`config.mk`:
```
export PLATFORM = sky130hd
export DESIGN_NAME = fsl_led_seq
export DESIGN_NICKNAME = d
export VERILOG_FILES = /design/src/inc/fsl_pkg.sv /design/src/design/fsl_led_seq.sv
export SDC_FILE = /design/constraint.sdc
export NUM_CORES = 1
export LEC_CHECK = 0
export ABC_AREA = 1
export BUFFER_PORTS_ARGS = -buffer_cell sky130_fd_sc_hd__buf_2
export CAP_MARGIN = 20
export CORE_MARGIN = 4
export CORE_UTILIZATION = 40
export DETAILED_ROUTE_END_ITERATION = 6
export GPL_ROUTABILITY_DRIVEN = 0
export PLACE_DENSITY_LB_ADDON = 0.08
export SLEW_MARGIN = 20
export SYNTH_ARGS = -nofsm -noshare
export SYNTH_HDL_FRONTEND = slang
export SYNTH_SLANG_ARGS = --single-unit
```
`constraint.sdc`:
```
create_clock -name sys_clk -period 2.7 [get_ports sys_clk]
set_input_delay 0.675 -clock sys_clk [delete_from_list [all_inputs] [get_ports sys_clk]]
set_output_delay 0.675 -clock sys_clk [all_outputs]
set_load 0.1 [all_outputs]
```
`src/inc/fsl_pkg.sv`:
```
// Purpose: constants and types for the fieldbus status led sequencer
// Assumes: 40 MHz sys_clk, Avalon-MM register slave with 32-bit data
// Notes: pattern phase lengths are kept in milliseconds
package fsl_pkg;

    localparam int CLK_HZ = 40_000_000;
    localparam int MS_PER_S = 1000;
    localparam int CYC_PER_MS = CLK_HZ / MS_PER_S;

    // phase lengths in ms
    localparam logic [15:0] FLICKER_MS = 16'h0032;
    localparam logic [15:0] SHORT_MS = 16'h00c8;
    localparam logic [15:0] LONG_MS = 16'h03e8;
    localparam logic [15:0] CYC_MS = 16'h01f4;
    localparam logic [15:0] ACYC_ON_MS = 16'h0064;
    localparam logic [15:0] ACYC_OFF1_MS = 16'h012c;
    localparam logic [15:0] ACYC_OFF2_MS = 16'h02bc;

    // register byte offsets
    localparam logic [3:0] REG_CTRL = 4'h0;
    localparam logic [3:0] REG_COND = 4'h4;
    localparam logic [3:0] REG_STATUS = 4'h8;

    localparam int COND_W = 16;
    localparam logic [1:0] CTRL_RST = 2'h0;
    localparam logic [COND_W-1:0] COND_RST = 16'h0000;
    localparam logic [31:0] RD_ZERO = 32'h0000_0000;

    // status field positions
    localparam int ST_RED = 0;
    localparam int ST_GREEN = 1;
    localparam int ST_PAT = 2;
    localparam int ST_COL = 5;
    localparam int ST_PHASE = 7;

    typedef enum logic [1:0] {
        MODE_CO_MASTER,
        MODE_CO_SLAVE,
        MODE_DP_MASTER,
        MODE_DP_SLAVE
    } fsl_mode_e;

    typedef enum logic [2:0] {
        PAT_OFF,
        PAT_ON,
        PAT_FLICKER,
        PAT_BLINK,
        PAT_SFLASH,
        PAT_DFLASH,
        PAT_CYC,
        PAT_ACYC
    } fsl_pat_e;

    typedef enum logic [1:0] {
        COL_GREEN,
        COL_RED,
        COL_ALT
    } fsl_col_e;

    typedef struct packed {
        fsl_pat_e pat;
        fsl_col_e col;
    } fsl_ind_s;

    // condition register, bit 0 is co_reset
    typedef struct packed {
        logic sl_not_cfg;
        logic sl_stop_err;
        logic sl_wrong_cfg;
        logic sl_run;
        logic dm_disconn;
        logic dm_lost;
        logic dm_all_ok;
        logic dm_not_released;
        logic dm_no_cfg;
        logic co_autobaud;
        logic co_busoff;
        logic co_err_ctrl;
        logic co_warn;
        logic co_oper;
        logic co_preop;
        logic co_stopped;
        logic co_reset;
    } fsl_cond_raw_s;

    typedef struct packed {
        logic red;
        logic green;
    } fsl_led_s;

    typedef struct packed {
        logic lit;
        logic last;
        logic [15:0] len_ms;
    } fsl_phase_s;

endpackage

```
`src/design/fsl_led_seq.sv`:
```
// Purpose: duo red/green communication led sequencer with Avalon-MM registers
// Assumes: firmware writes protocol mode and condition bits over the bus
// Notes: one millisecond tick drives all pattern phases
module fsl_led_seq
    import fsl_pkg::*;
#(
    parameter int MS_CYCLES = CYC_PER_MS
)
(
    input wire logic sys_clk,
    input wire logic rst,
    input wire logic [3:0] avs_address,
    input wire logic avs_read,
    input wire logic avs_write,
    input wire logic [31:0] avs_writedata,
    input wire logic [3:0] avs_byteenable,
    output logic [31:0] avs_readdata,
    output logic avs_waitrequest,
    output fsl_led_s led
);

    logic [16:0] cond_raw_r;
    fsl_cond_raw_s cond;
    fsl_mode_e mode_r;
    fsl_ind_s ind_r;
    fsl_ind_s sel;
    fsl_phase_s ph;
    logic [1:0] phase_r;
    logic [15:0] ms_cnt_r;
    logic [31:0] pre_cnt_r;
    logic ms_tick;
    logic restart;
    logic ack_r;
    logic [31:0] bmask;
    logic [31:0] rd_nxt;
    logic wr_go;

    assign cond = fsl_cond_raw_s'(cond_raw_r);

    // bus answer one cycle after request
    assign avs_waitrequest = (avs_read | avs_write) & ~ack_r;
    assign wr_go = avs_write & ack_r;

    always_ff @(posedge sys_clk)
    begin
        if (rst)
            ack_r <= 1'b0;
        else
            ack_r <= (avs_read | avs_write) & ~ack_r;
    end

    genvar gb;
    generate
        for (gb = 0; gb < 4; gb++)
        begin : g_mask
            assign bmask[gb*8 +: 8] = {8{avs_byteenable[gb]}};
        end
    endgenerate

    always_ff @(posedge sys_clk)
    begin
        if (rst)
            mode_r <= fsl_mode_e'(CTRL_RST);
        else if (wr_go && avs_address == REG_CTRL && avs_byteenable[0])
            mode_r <= fsl_mode_e'(avs_writedata[1:0]);
    end

    always_ff @(posedge sys_clk)
    begin
        if (rst)
            cond_raw_r <= {1'b0, COND_RST};
        else if (wr_go && avs_address == REG_COND)
            cond_raw_r <= ((cond_raw_r & ~bmask[16:0])
                | (avs_writedata[16:0] & bmask[16:0]));
    end

    always_comb
    begin
        rd_nxt = RD_ZERO;
        case (avs_address)
            REG_CTRL: rd_nxt[1:0] = mode_r;
            REG_COND: rd_nxt[16:0] = cond_raw_r;
            REG_STATUS:
            begin
                rd_nxt[ST_RED] = led.red;
                rd_nxt[ST_GREEN] = led.green;
                rd_nxt[ST_PAT +: 3] = ind_r.pat;
                rd_nxt[ST_COL +: 2] = ind_r.col;
                rd_nxt[ST_PHASE +: 2] = phase_r;
            end
            default: rd_nxt = RD_ZERO;
        endcase
    end

    always_ff @(posedge sys_clk)
    begin
        if (rst)
            avs_readdata <= RD_ZERO;
        else if (avs_read && !ack_r)
            avs_readdata <= rd_nxt;
    end

    // indication selection by mode and priority
    always_comb
    begin
        sel = '{pat: PAT_OFF, col: COL_GREEN};
        case (mode_r)
            MODE_CO_MASTER, MODE_CO_SLAVE:
            begin
                if (cond.co_reset)
                    sel = '{pat: PAT_OFF, col: COL_GREEN};
                else if (cond.co_busoff)
                    sel = '{pat: PAT_ON, col: COL_RED};
                else if (cond.co_err_ctrl)
                    sel = '{pat: PAT_DFLASH, col: COL_RED};
                else if (cond.co_warn)
                    sel = '{pat: PAT_SFLASH, col: COL_RED};
                else if (cond.co_autobaud && mode_r == MODE_CO_SLAVE)
                    sel = '{pat: PAT_FLICKER, col: COL_ALT};
                else if (cond.co_oper)
                    sel = '{pat: PAT_ON, col: COL_GREEN};
                else if (cond.co_preop)
                    sel = '{pat: PAT_BLINK, col: COL_GREEN};
                else if (cond.co_stopped)
                    sel = '{pat: PAT_SFLASH, col: COL_GREEN};
            end
            MODE_DP_MASTER:
            begin
                if (cond.dm_disconn)
                    sel = '{pat: PAT_ON, col: COL_RED};
                else if (cond.dm_lost)
                    sel = '{pat: PAT_CYC, col: COL_RED};
                else if (cond.dm_no_cfg)
                    sel = '{pat: PAT_ACYC, col: COL_GREEN};
                else if (cond.dm_not_released)
                    sel = '{pat: PAT_CYC, col: COL_GREEN};
                else if (cond.dm_all_ok)
                    sel = '{pat: PAT_ON, col: COL_GREEN};
            end
            MODE_DP_SLAVE:
            begin
                if (cond.sl_wrong_cfg)
                    sel = '{pat: PAT_ON, col: COL_RED};
                else if (cond.sl_stop_err)
                    sel = '{pat: PAT_CYC, col: COL_RED};
                else if (cond.sl_not_cfg)
                    sel = '{pat: PAT_ACYC, col: COL_RED};
                else if (cond.sl_run)
                    sel = '{pat: PAT_ON, col: COL_GREEN};
            end
            default: sel = '{pat: PAT_OFF, col: COL_GREEN};
        endcase
    end

    assign restart = (sel != ind_r);

    always_ff @(posedge sys_clk)
    begin
        if (rst)
            ind_r <= '{pat: PAT_OFF, col: COL_GREEN};
        else
            ind_r <= sel;
    end

    // phase table per pattern
    always_comb
    begin
        ph = '{lit: 1'b0, last: 1'b1, len_ms: LONG_MS};
        case (ind_r.pat)
            PAT_OFF: ph = '{lit: 1'b0, last: 1'b1, len_ms: LONG_MS};
            PAT_ON: ph = '{lit: 1'b1, last: 1'b1, len_ms: LONG_MS};
            PAT_FLICKER:
                ph = '{lit: ~phase_r[0], last: phase_r[0], len_ms: FLICKER_MS};
            PAT_BLINK:
                ph = '{lit: ~phase_r[0], last: phase_r[0], len_ms: SHORT_MS};
            PAT_SFLASH:
                ph = '{lit: ~phase_r[0], last: phase_r[0],
                    len_ms: phase_r[0] ? LONG_MS : SHORT_MS};
            PAT_DFLASH:
                ph = '{lit: ~phase_r[0], last: phase_r == 2'h3,
                    len_ms: (phase_r == 2'h3) ? LONG_MS : SHORT_MS};
            PAT_CYC:
                ph = '{lit: ~phase_r[0], last: phase_r[0], len_ms: CYC_MS};
            PAT_ACYC:
                ph = '{lit: ~phase_r[0], last: phase_r == 2'h3,
                    len_ms: (phase_r == 2'h1) ? ACYC_OFF1_MS
                        : (phase_r == 2'h3) ? ACYC_OFF2_MS : ACYC_ON_MS};
            default: ph = '{lit: 1'b0, last: 1'b1, len_ms: LONG_MS};
        endcase
    end

    assign ms_tick = (pre_cnt_r == 32'(MS_CYCLES - 1));

    always_ff @(posedge sys_clk)
    begin
        if (rst || restart || ms_tick)
            pre_cnt_r <= 32'h0000_0000;
        else
            pre_cnt_r <= pre_cnt_r + 32'h0000_0001;
    end

    always_ff @(posedge sys_clk)
    begin
        if (rst || restart)
        begin
            ms_cnt_r <= 16'h0000;
            phase_r <= 2'h0;
        end
        else if (ms_tick)
        begin
            if (ms_cnt_r == ph.len_ms - 16'h0001)
            begin
                ms_cnt_r <= 16'h0000;
                phase_r <= ph.last ? 2'h0 : phase_r + 2'h1;
            end
            else
                ms_cnt_r <= ms_cnt_r + 16'h0001;
        end
    end

    // one colour at most, alternate shows red lit and green dark
    always_ff @(posedge sys_clk)
    begin
        if (rst || restart)
            led <= '{red: 1'b0, green: 1'b0};
        else
        begin
            led.red <= ph.lit && ind_r.col != COL_GREEN;
            led.green <= (ph.lit && ind_r.col == COL_GREEN)
                || (!ph.lit && ind_r.col == COL_ALT && ind_r.pat == PAT_FLICKER);
        end
    end

    AST_NEVER_BOTH: assert property (@(posedge sys_clk) disable iff (rst)
        !(led.red && led.green)) else $error("red and green lit together");
    AST_CO_RESET_DARK: assert property (@(posedge sys_clk) disable iff (rst)
        (mode_r inside {MODE_CO_MASTER, MODE_CO_SLAVE} && cond.co_reset)[*2]
        |=> !led.red && !led.green) else $error("led lit during reset");
    AST_BUSOFF_RED: assert property (@(posedge sys_clk) disable iff (rst)
        (mode_r == MODE_CO_MASTER && !cond.co_reset && cond.co_busoff)[*2]
        |=> led.red && !led.green) else $error("bus-off not steady red");
    AST_ERRCTRL_DF: assert property (@(posedge sys_clk) disable iff (rst)
        (mode_r inside {MODE_CO_MASTER, MODE_CO_SLAVE} && !cond.co_reset && !cond.co_busoff
        && cond.co_err_ctrl) |=> ind_r == fsl_ind_s'{pat: PAT_DFLASH, col: COL_RED})
        else $error("error event not red double flash");
    AST_WARN_OVER_GREEN: assert property (@(posedge sys_clk) disable iff (rst)
        (mode_r == MODE_CO_MASTER && cond == 17'h0_0018)
        |=> ind_r == fsl_ind_s'{pat: PAT_SFLASH, col: COL_RED})
        else $error("warning not above operational");
    AST_PREOP_BLINK: assert property (@(posedge sys_clk) disable iff (rst)
        (mode_r == MODE_CO_MASTER && cond == 17'h0_0004)
        |=> ind_r == fsl_ind_s'{pat: PAT_BLINK, col: COL_GREEN})
        else $error("preoperational not green blink");
    AST_PHASE_LEN: assert property (@(posedge sys_clk) disable iff (rst)
        (ms_tick && !restart && $changed(phase_r) == 0 && ms_cnt_r != ph.len_ms - 16'h0001)
        |=> ms_cnt_r == $past(ms_cnt_r) + 16'h0001)
        else $error("ms counter slipped");
    AST_RESTART: assert property (@(posedge sys_clk) disable iff (rst)
        restart |=> phase_r == 2'h0 && ms_cnt_r == 16'h0000)
        else $error("pattern not restarted");
    AST_DM_DISCONN: assert property (@(posedge sys_clk) disable iff (rst)
        (mode_r == MODE_DP_MASTER && cond.dm_disconn)
        |=> ind_r == fsl_ind_s'{pat: PAT_ON, col: COL_RED})
        else $error("disconnect not steady red");
    AST_FLICK_LEN: assert property (@(posedge sys_clk) disable iff (rst)
        (ind_r.pat == PAT_FLICKER && !restart && ms_tick
        && ms_cnt_r == FLICKER_MS - 16'h0001) |=> phase_r != $past(phase_r))
        else $error("flicker phase length wrong");

    COV_DFLASH_END: cover property (@(posedge sys_clk)
        ind_r.pat == PAT_DFLASH && phase_r == 2'h3 && ms_tick);
    COV_ALT_GREEN: cover property (@(posedge sys_clk)
        ind_r.col == COL_ALT && led.green);
    COV_DP_CYC: cover property (@(posedge sys_clk)
        ind_r.pat == PAT_CYC && led.red);
    COV_BUS_WRITE: cover property (@(posedge sys_clk) wr_go);

endmodule

```
==> results.ini <==
[status]
status=complete, no violations

[final_layout]
sequential_cell_area_um2=1880
commonest_non_fill_non_tap_cells_in_the_layout=sky130_fd_sc_hd__nand2_1, sky130_fd_sc_hd__nor2_1, sky130_fd_sc_hd__inv_1, sky130_fd_sc_hd__dfxtp_1, sky130_fd_sc_hd__o21ai_0
drive_gt1_frac=0.158
final_util=0.457
area_delta_synth_final_pct=12.3
multi_input_area_um2=2910
layout_commonest_cell=sky130_fd_sc_hd__nand2_1
fill_cells=1404
num_antenna_cells=0
design.final.nets=901

[timing]
skew_ns=0.00856
finalSetupTns_ns=0
final_critical_path_share_of_the_clock_period=0.850
post-route-min-period_ns=2.29
worst_hold_slack_ns=0.453
max_clock_freq_ghz=0.436
finalHoldViolations=0
finalSetupViolCount=0
drv_slew=0
rsz0062_at_grt=no

[global_routing]
antenna_found_initial=0
congestion_overflow_gr=0
grt_start_max_net_pins=31
first_global_vias=4604
grt_first_pass_wirelength_mm=21.5
grt_usage=0.175

[worst_hold_path]
number_of_instances_on_the_worst_hold_path=1
min_path_type=flip-flop to flip-flop
whs_endpoint=pre_cnt_r[0]$_SDFF_PP0_
hold_path_startpoint=pre_cnt_r[0]$_SDFF_PP0_

[setup_path]
category_of_the_critical_setup_timing_path=flip-flop to flip-flop
worstReg2RegEnd=ms_cnt_r[12]$_SDFFE_PP0N_
timing.critical_path.from_type=flip-flop
r2r-start=ind_r[4]$_SDFF_PP0_
timing.reg2reg.worst_path_depth=13
cp_num_buf_inv=2
worst-path-stages=13
rrSetupSlack_ns=0.41
timing.critical_path.cells=inv_1 > nand3_1 > ha_1 > xor2_1 > nand3_1 > nor2_1 > nand3_1 > nor2_1 > nand3_2 > nand2_2 > inv_2 > nand2_1 > nor2_1
timing.critical_path.slowest_stage_cell=sky130_fd_sc_hd__dfxtp_1
critical_path.top_delay_family=simple AND/OR/NAND/NOR gates
crit_required_ns=2.95
worstPathArrival_ns=2.54
critical-path-max-stage-delay_ns=0.35
worst_setup_path_end_kind=flip-flop
worstPathMaxFanout=6

[yosys]
synth_top_family_by_area=simple AND/OR/NAND/NOR gates
async_reset_ff_frac=0
seq_area_frac_synth=0.351
synth_enable_flop_cells=0
synth.distinct_cells=38
ys_seq_elements=94
synth-simple-area-share=0.400
synthFlopType=sky130_fd_sc_hd__dfxtp_1
syn_inst=807
synthXorXnorAreaFrac=0.0196
synthesis.yosys.warnings=0
synth_fa_ha_area_frac=0.0117
synthesis.area_per_instance_um2=6.65
post_synth_instance_area_um2=5360
synth.area.mux_share=0
synth-compound-area-share=0.101

[power]
powerDensity_nw_per_um2=518
leak_pwr_uw=0.00258
finalPower_uw=3120
ir_drop_mv=0.371

[clocking]
post_cts_resize_count=0
cts.path.max_buffers=2
postCtsHoldBufs=0
cts.reportedPaths.clkPinSlew_ns=0.07
clock_sink_count=94
number_of_buffers_added_for_setup_after_cts=0
cts_made_buffers=9
clk_root_buffer_cell=sky130_fd_sc_hd__clkbuf_16
clk-insertion-delay-late_ns=0.34
cts_tree=built
cts.htree.levels=3

[route]
routedWlPerCell_um=12.6
routed_wire_length_mm=13.0
detail_route.drc_violations=0
drt_pass1_iterations=4
via_per_inst=4.86
initialDrtViolationCount=274
detail-route-antenna-nets=0
route.vias.total=5022

[die]
floorplan.die_area_um2=15300
floorplan.rows=42
boundaryPins=79
die_width_um=124
die_h_um=124
floorplan.initialDensity=0.407
design.core.area_um2=13200

[placed_design]
placement.io_buffers=47
dp_hpwl_mm=10.1

[run]
max-cap-violations=0

-- cell type report --
class | instances | area share
Multi-Input combinational cell | 579 | 0.483
Timing Repair Buffer | 51 | 0.0440
Tap cell | 176 | 0.0366
Inverter | 117 | 0.0731
Clock buffer | 9 | 0.0374
Clock inverter | 7 | 0.0133
Sequential cell | 94 | 0.312
-- metal layers --
metal | wire length (um) | GRT usage
met5 | 0 | 0
met1 | 6360 | 0.239
met2 | 5910 | 0.287
met4 | 167 | 0.0561
met3 | 597 | 0.0232
-- cells in the mapped netlist, drive strengths merged, types with 3 or more instances --
| library cell | instances | area share |
|---|---|---|
| nand3 | 53 | 0.059 |
| nor3 | 29 | 0.036 |
| dfxtp | 94 | 0.35 |
| xor2 | 9 | 0.015 |
| nand4 | 20 | 0.023 |
| nor2 | 154 | 0.13 |
| buf | 19 | 0.026 |
| a21oi | 40 | 0.037 |
| nor3b | 9 | 0.018 |
| nand2 | 165 | 0.12 |
| inv | 116 | 0.081 |
| nor4 | 6 | 0.0070 |
| clkbuf | 12 | 0.0084 |
| or2 | 6 | 0.0070 |
| ha | 5 | 0.012 |
| o21ai | 55 | 0.051 |
| xnor2 | 3 | 0.0049 |
| o221ai | 5 | 0.0082 |
-- cells by family after synthesis --
| logic type | count (synthesis) |
|---|---|
| XOR/XNOR | 12 |
| buffers and inverters | 148 |
| AO/OA/AOI/OAI | 103 |
| other | 1 |
| flip-flops | 94 |
| AND/OR/NAND/NOR | 444 |
| adder cells (fa/ha/maj) | 5 |
-- stage by stage --
step	area [um^2]	cells	setup WS (ns)
2_1_floorplan	5420	821	0.0544
3_3_place_gp	5720	1017	0.441
3_5_place_dp	5720	1017	0.415
4_1_cts	6020	1033	0.400
5_1_grt	6020	1033	0.203
6_report	6020	1033	0.406
-- worst max-delay path by stage --
stage	start	end	slack [ns]
2_1_floorplan	avs_read	avs_waitrequest	0.05
3_3_place_gp	ind_r[2]$_SDFF_PP0_	ms_cnt_r[12]$_SDFFE_PP0N_	0.44
3_5_place_dp	ind_r[2]$_SDFF_PP0_	ms_cnt_r[12]$_SDFFE_PP0N_	0.41
4_1_cts	ind_r[2]$_SDFF_PP0_	ms_cnt_r[12]$_SDFFE_PP0N_	0.40
5_1_grt	ind_r[2]$_SDFF_PP0_	ms_cnt_r[12]$_SDFFE_PP0N_	0.20
6_report	ind_r[4]$_SDFF_PP0_	ms_cnt_r[12]$_SDFFE_PP0N_	0.41
-- power breakdown --
group	switching, uW	internal [uW]	total, uW
logic	320	62.3	383
registers	14.3	1410	1420
clock network	583	732	1310
-- worst reg2reg max path: cells and delay by family (launching register included) --
family	cells	cell delay, ns
fa+ha+maj	1	0.34
flops	1	0.35
simple gates	9	1.10
xor+xnor	1	0.19
buf+inv	2	0.23
(Power assumes the default switching activity.)
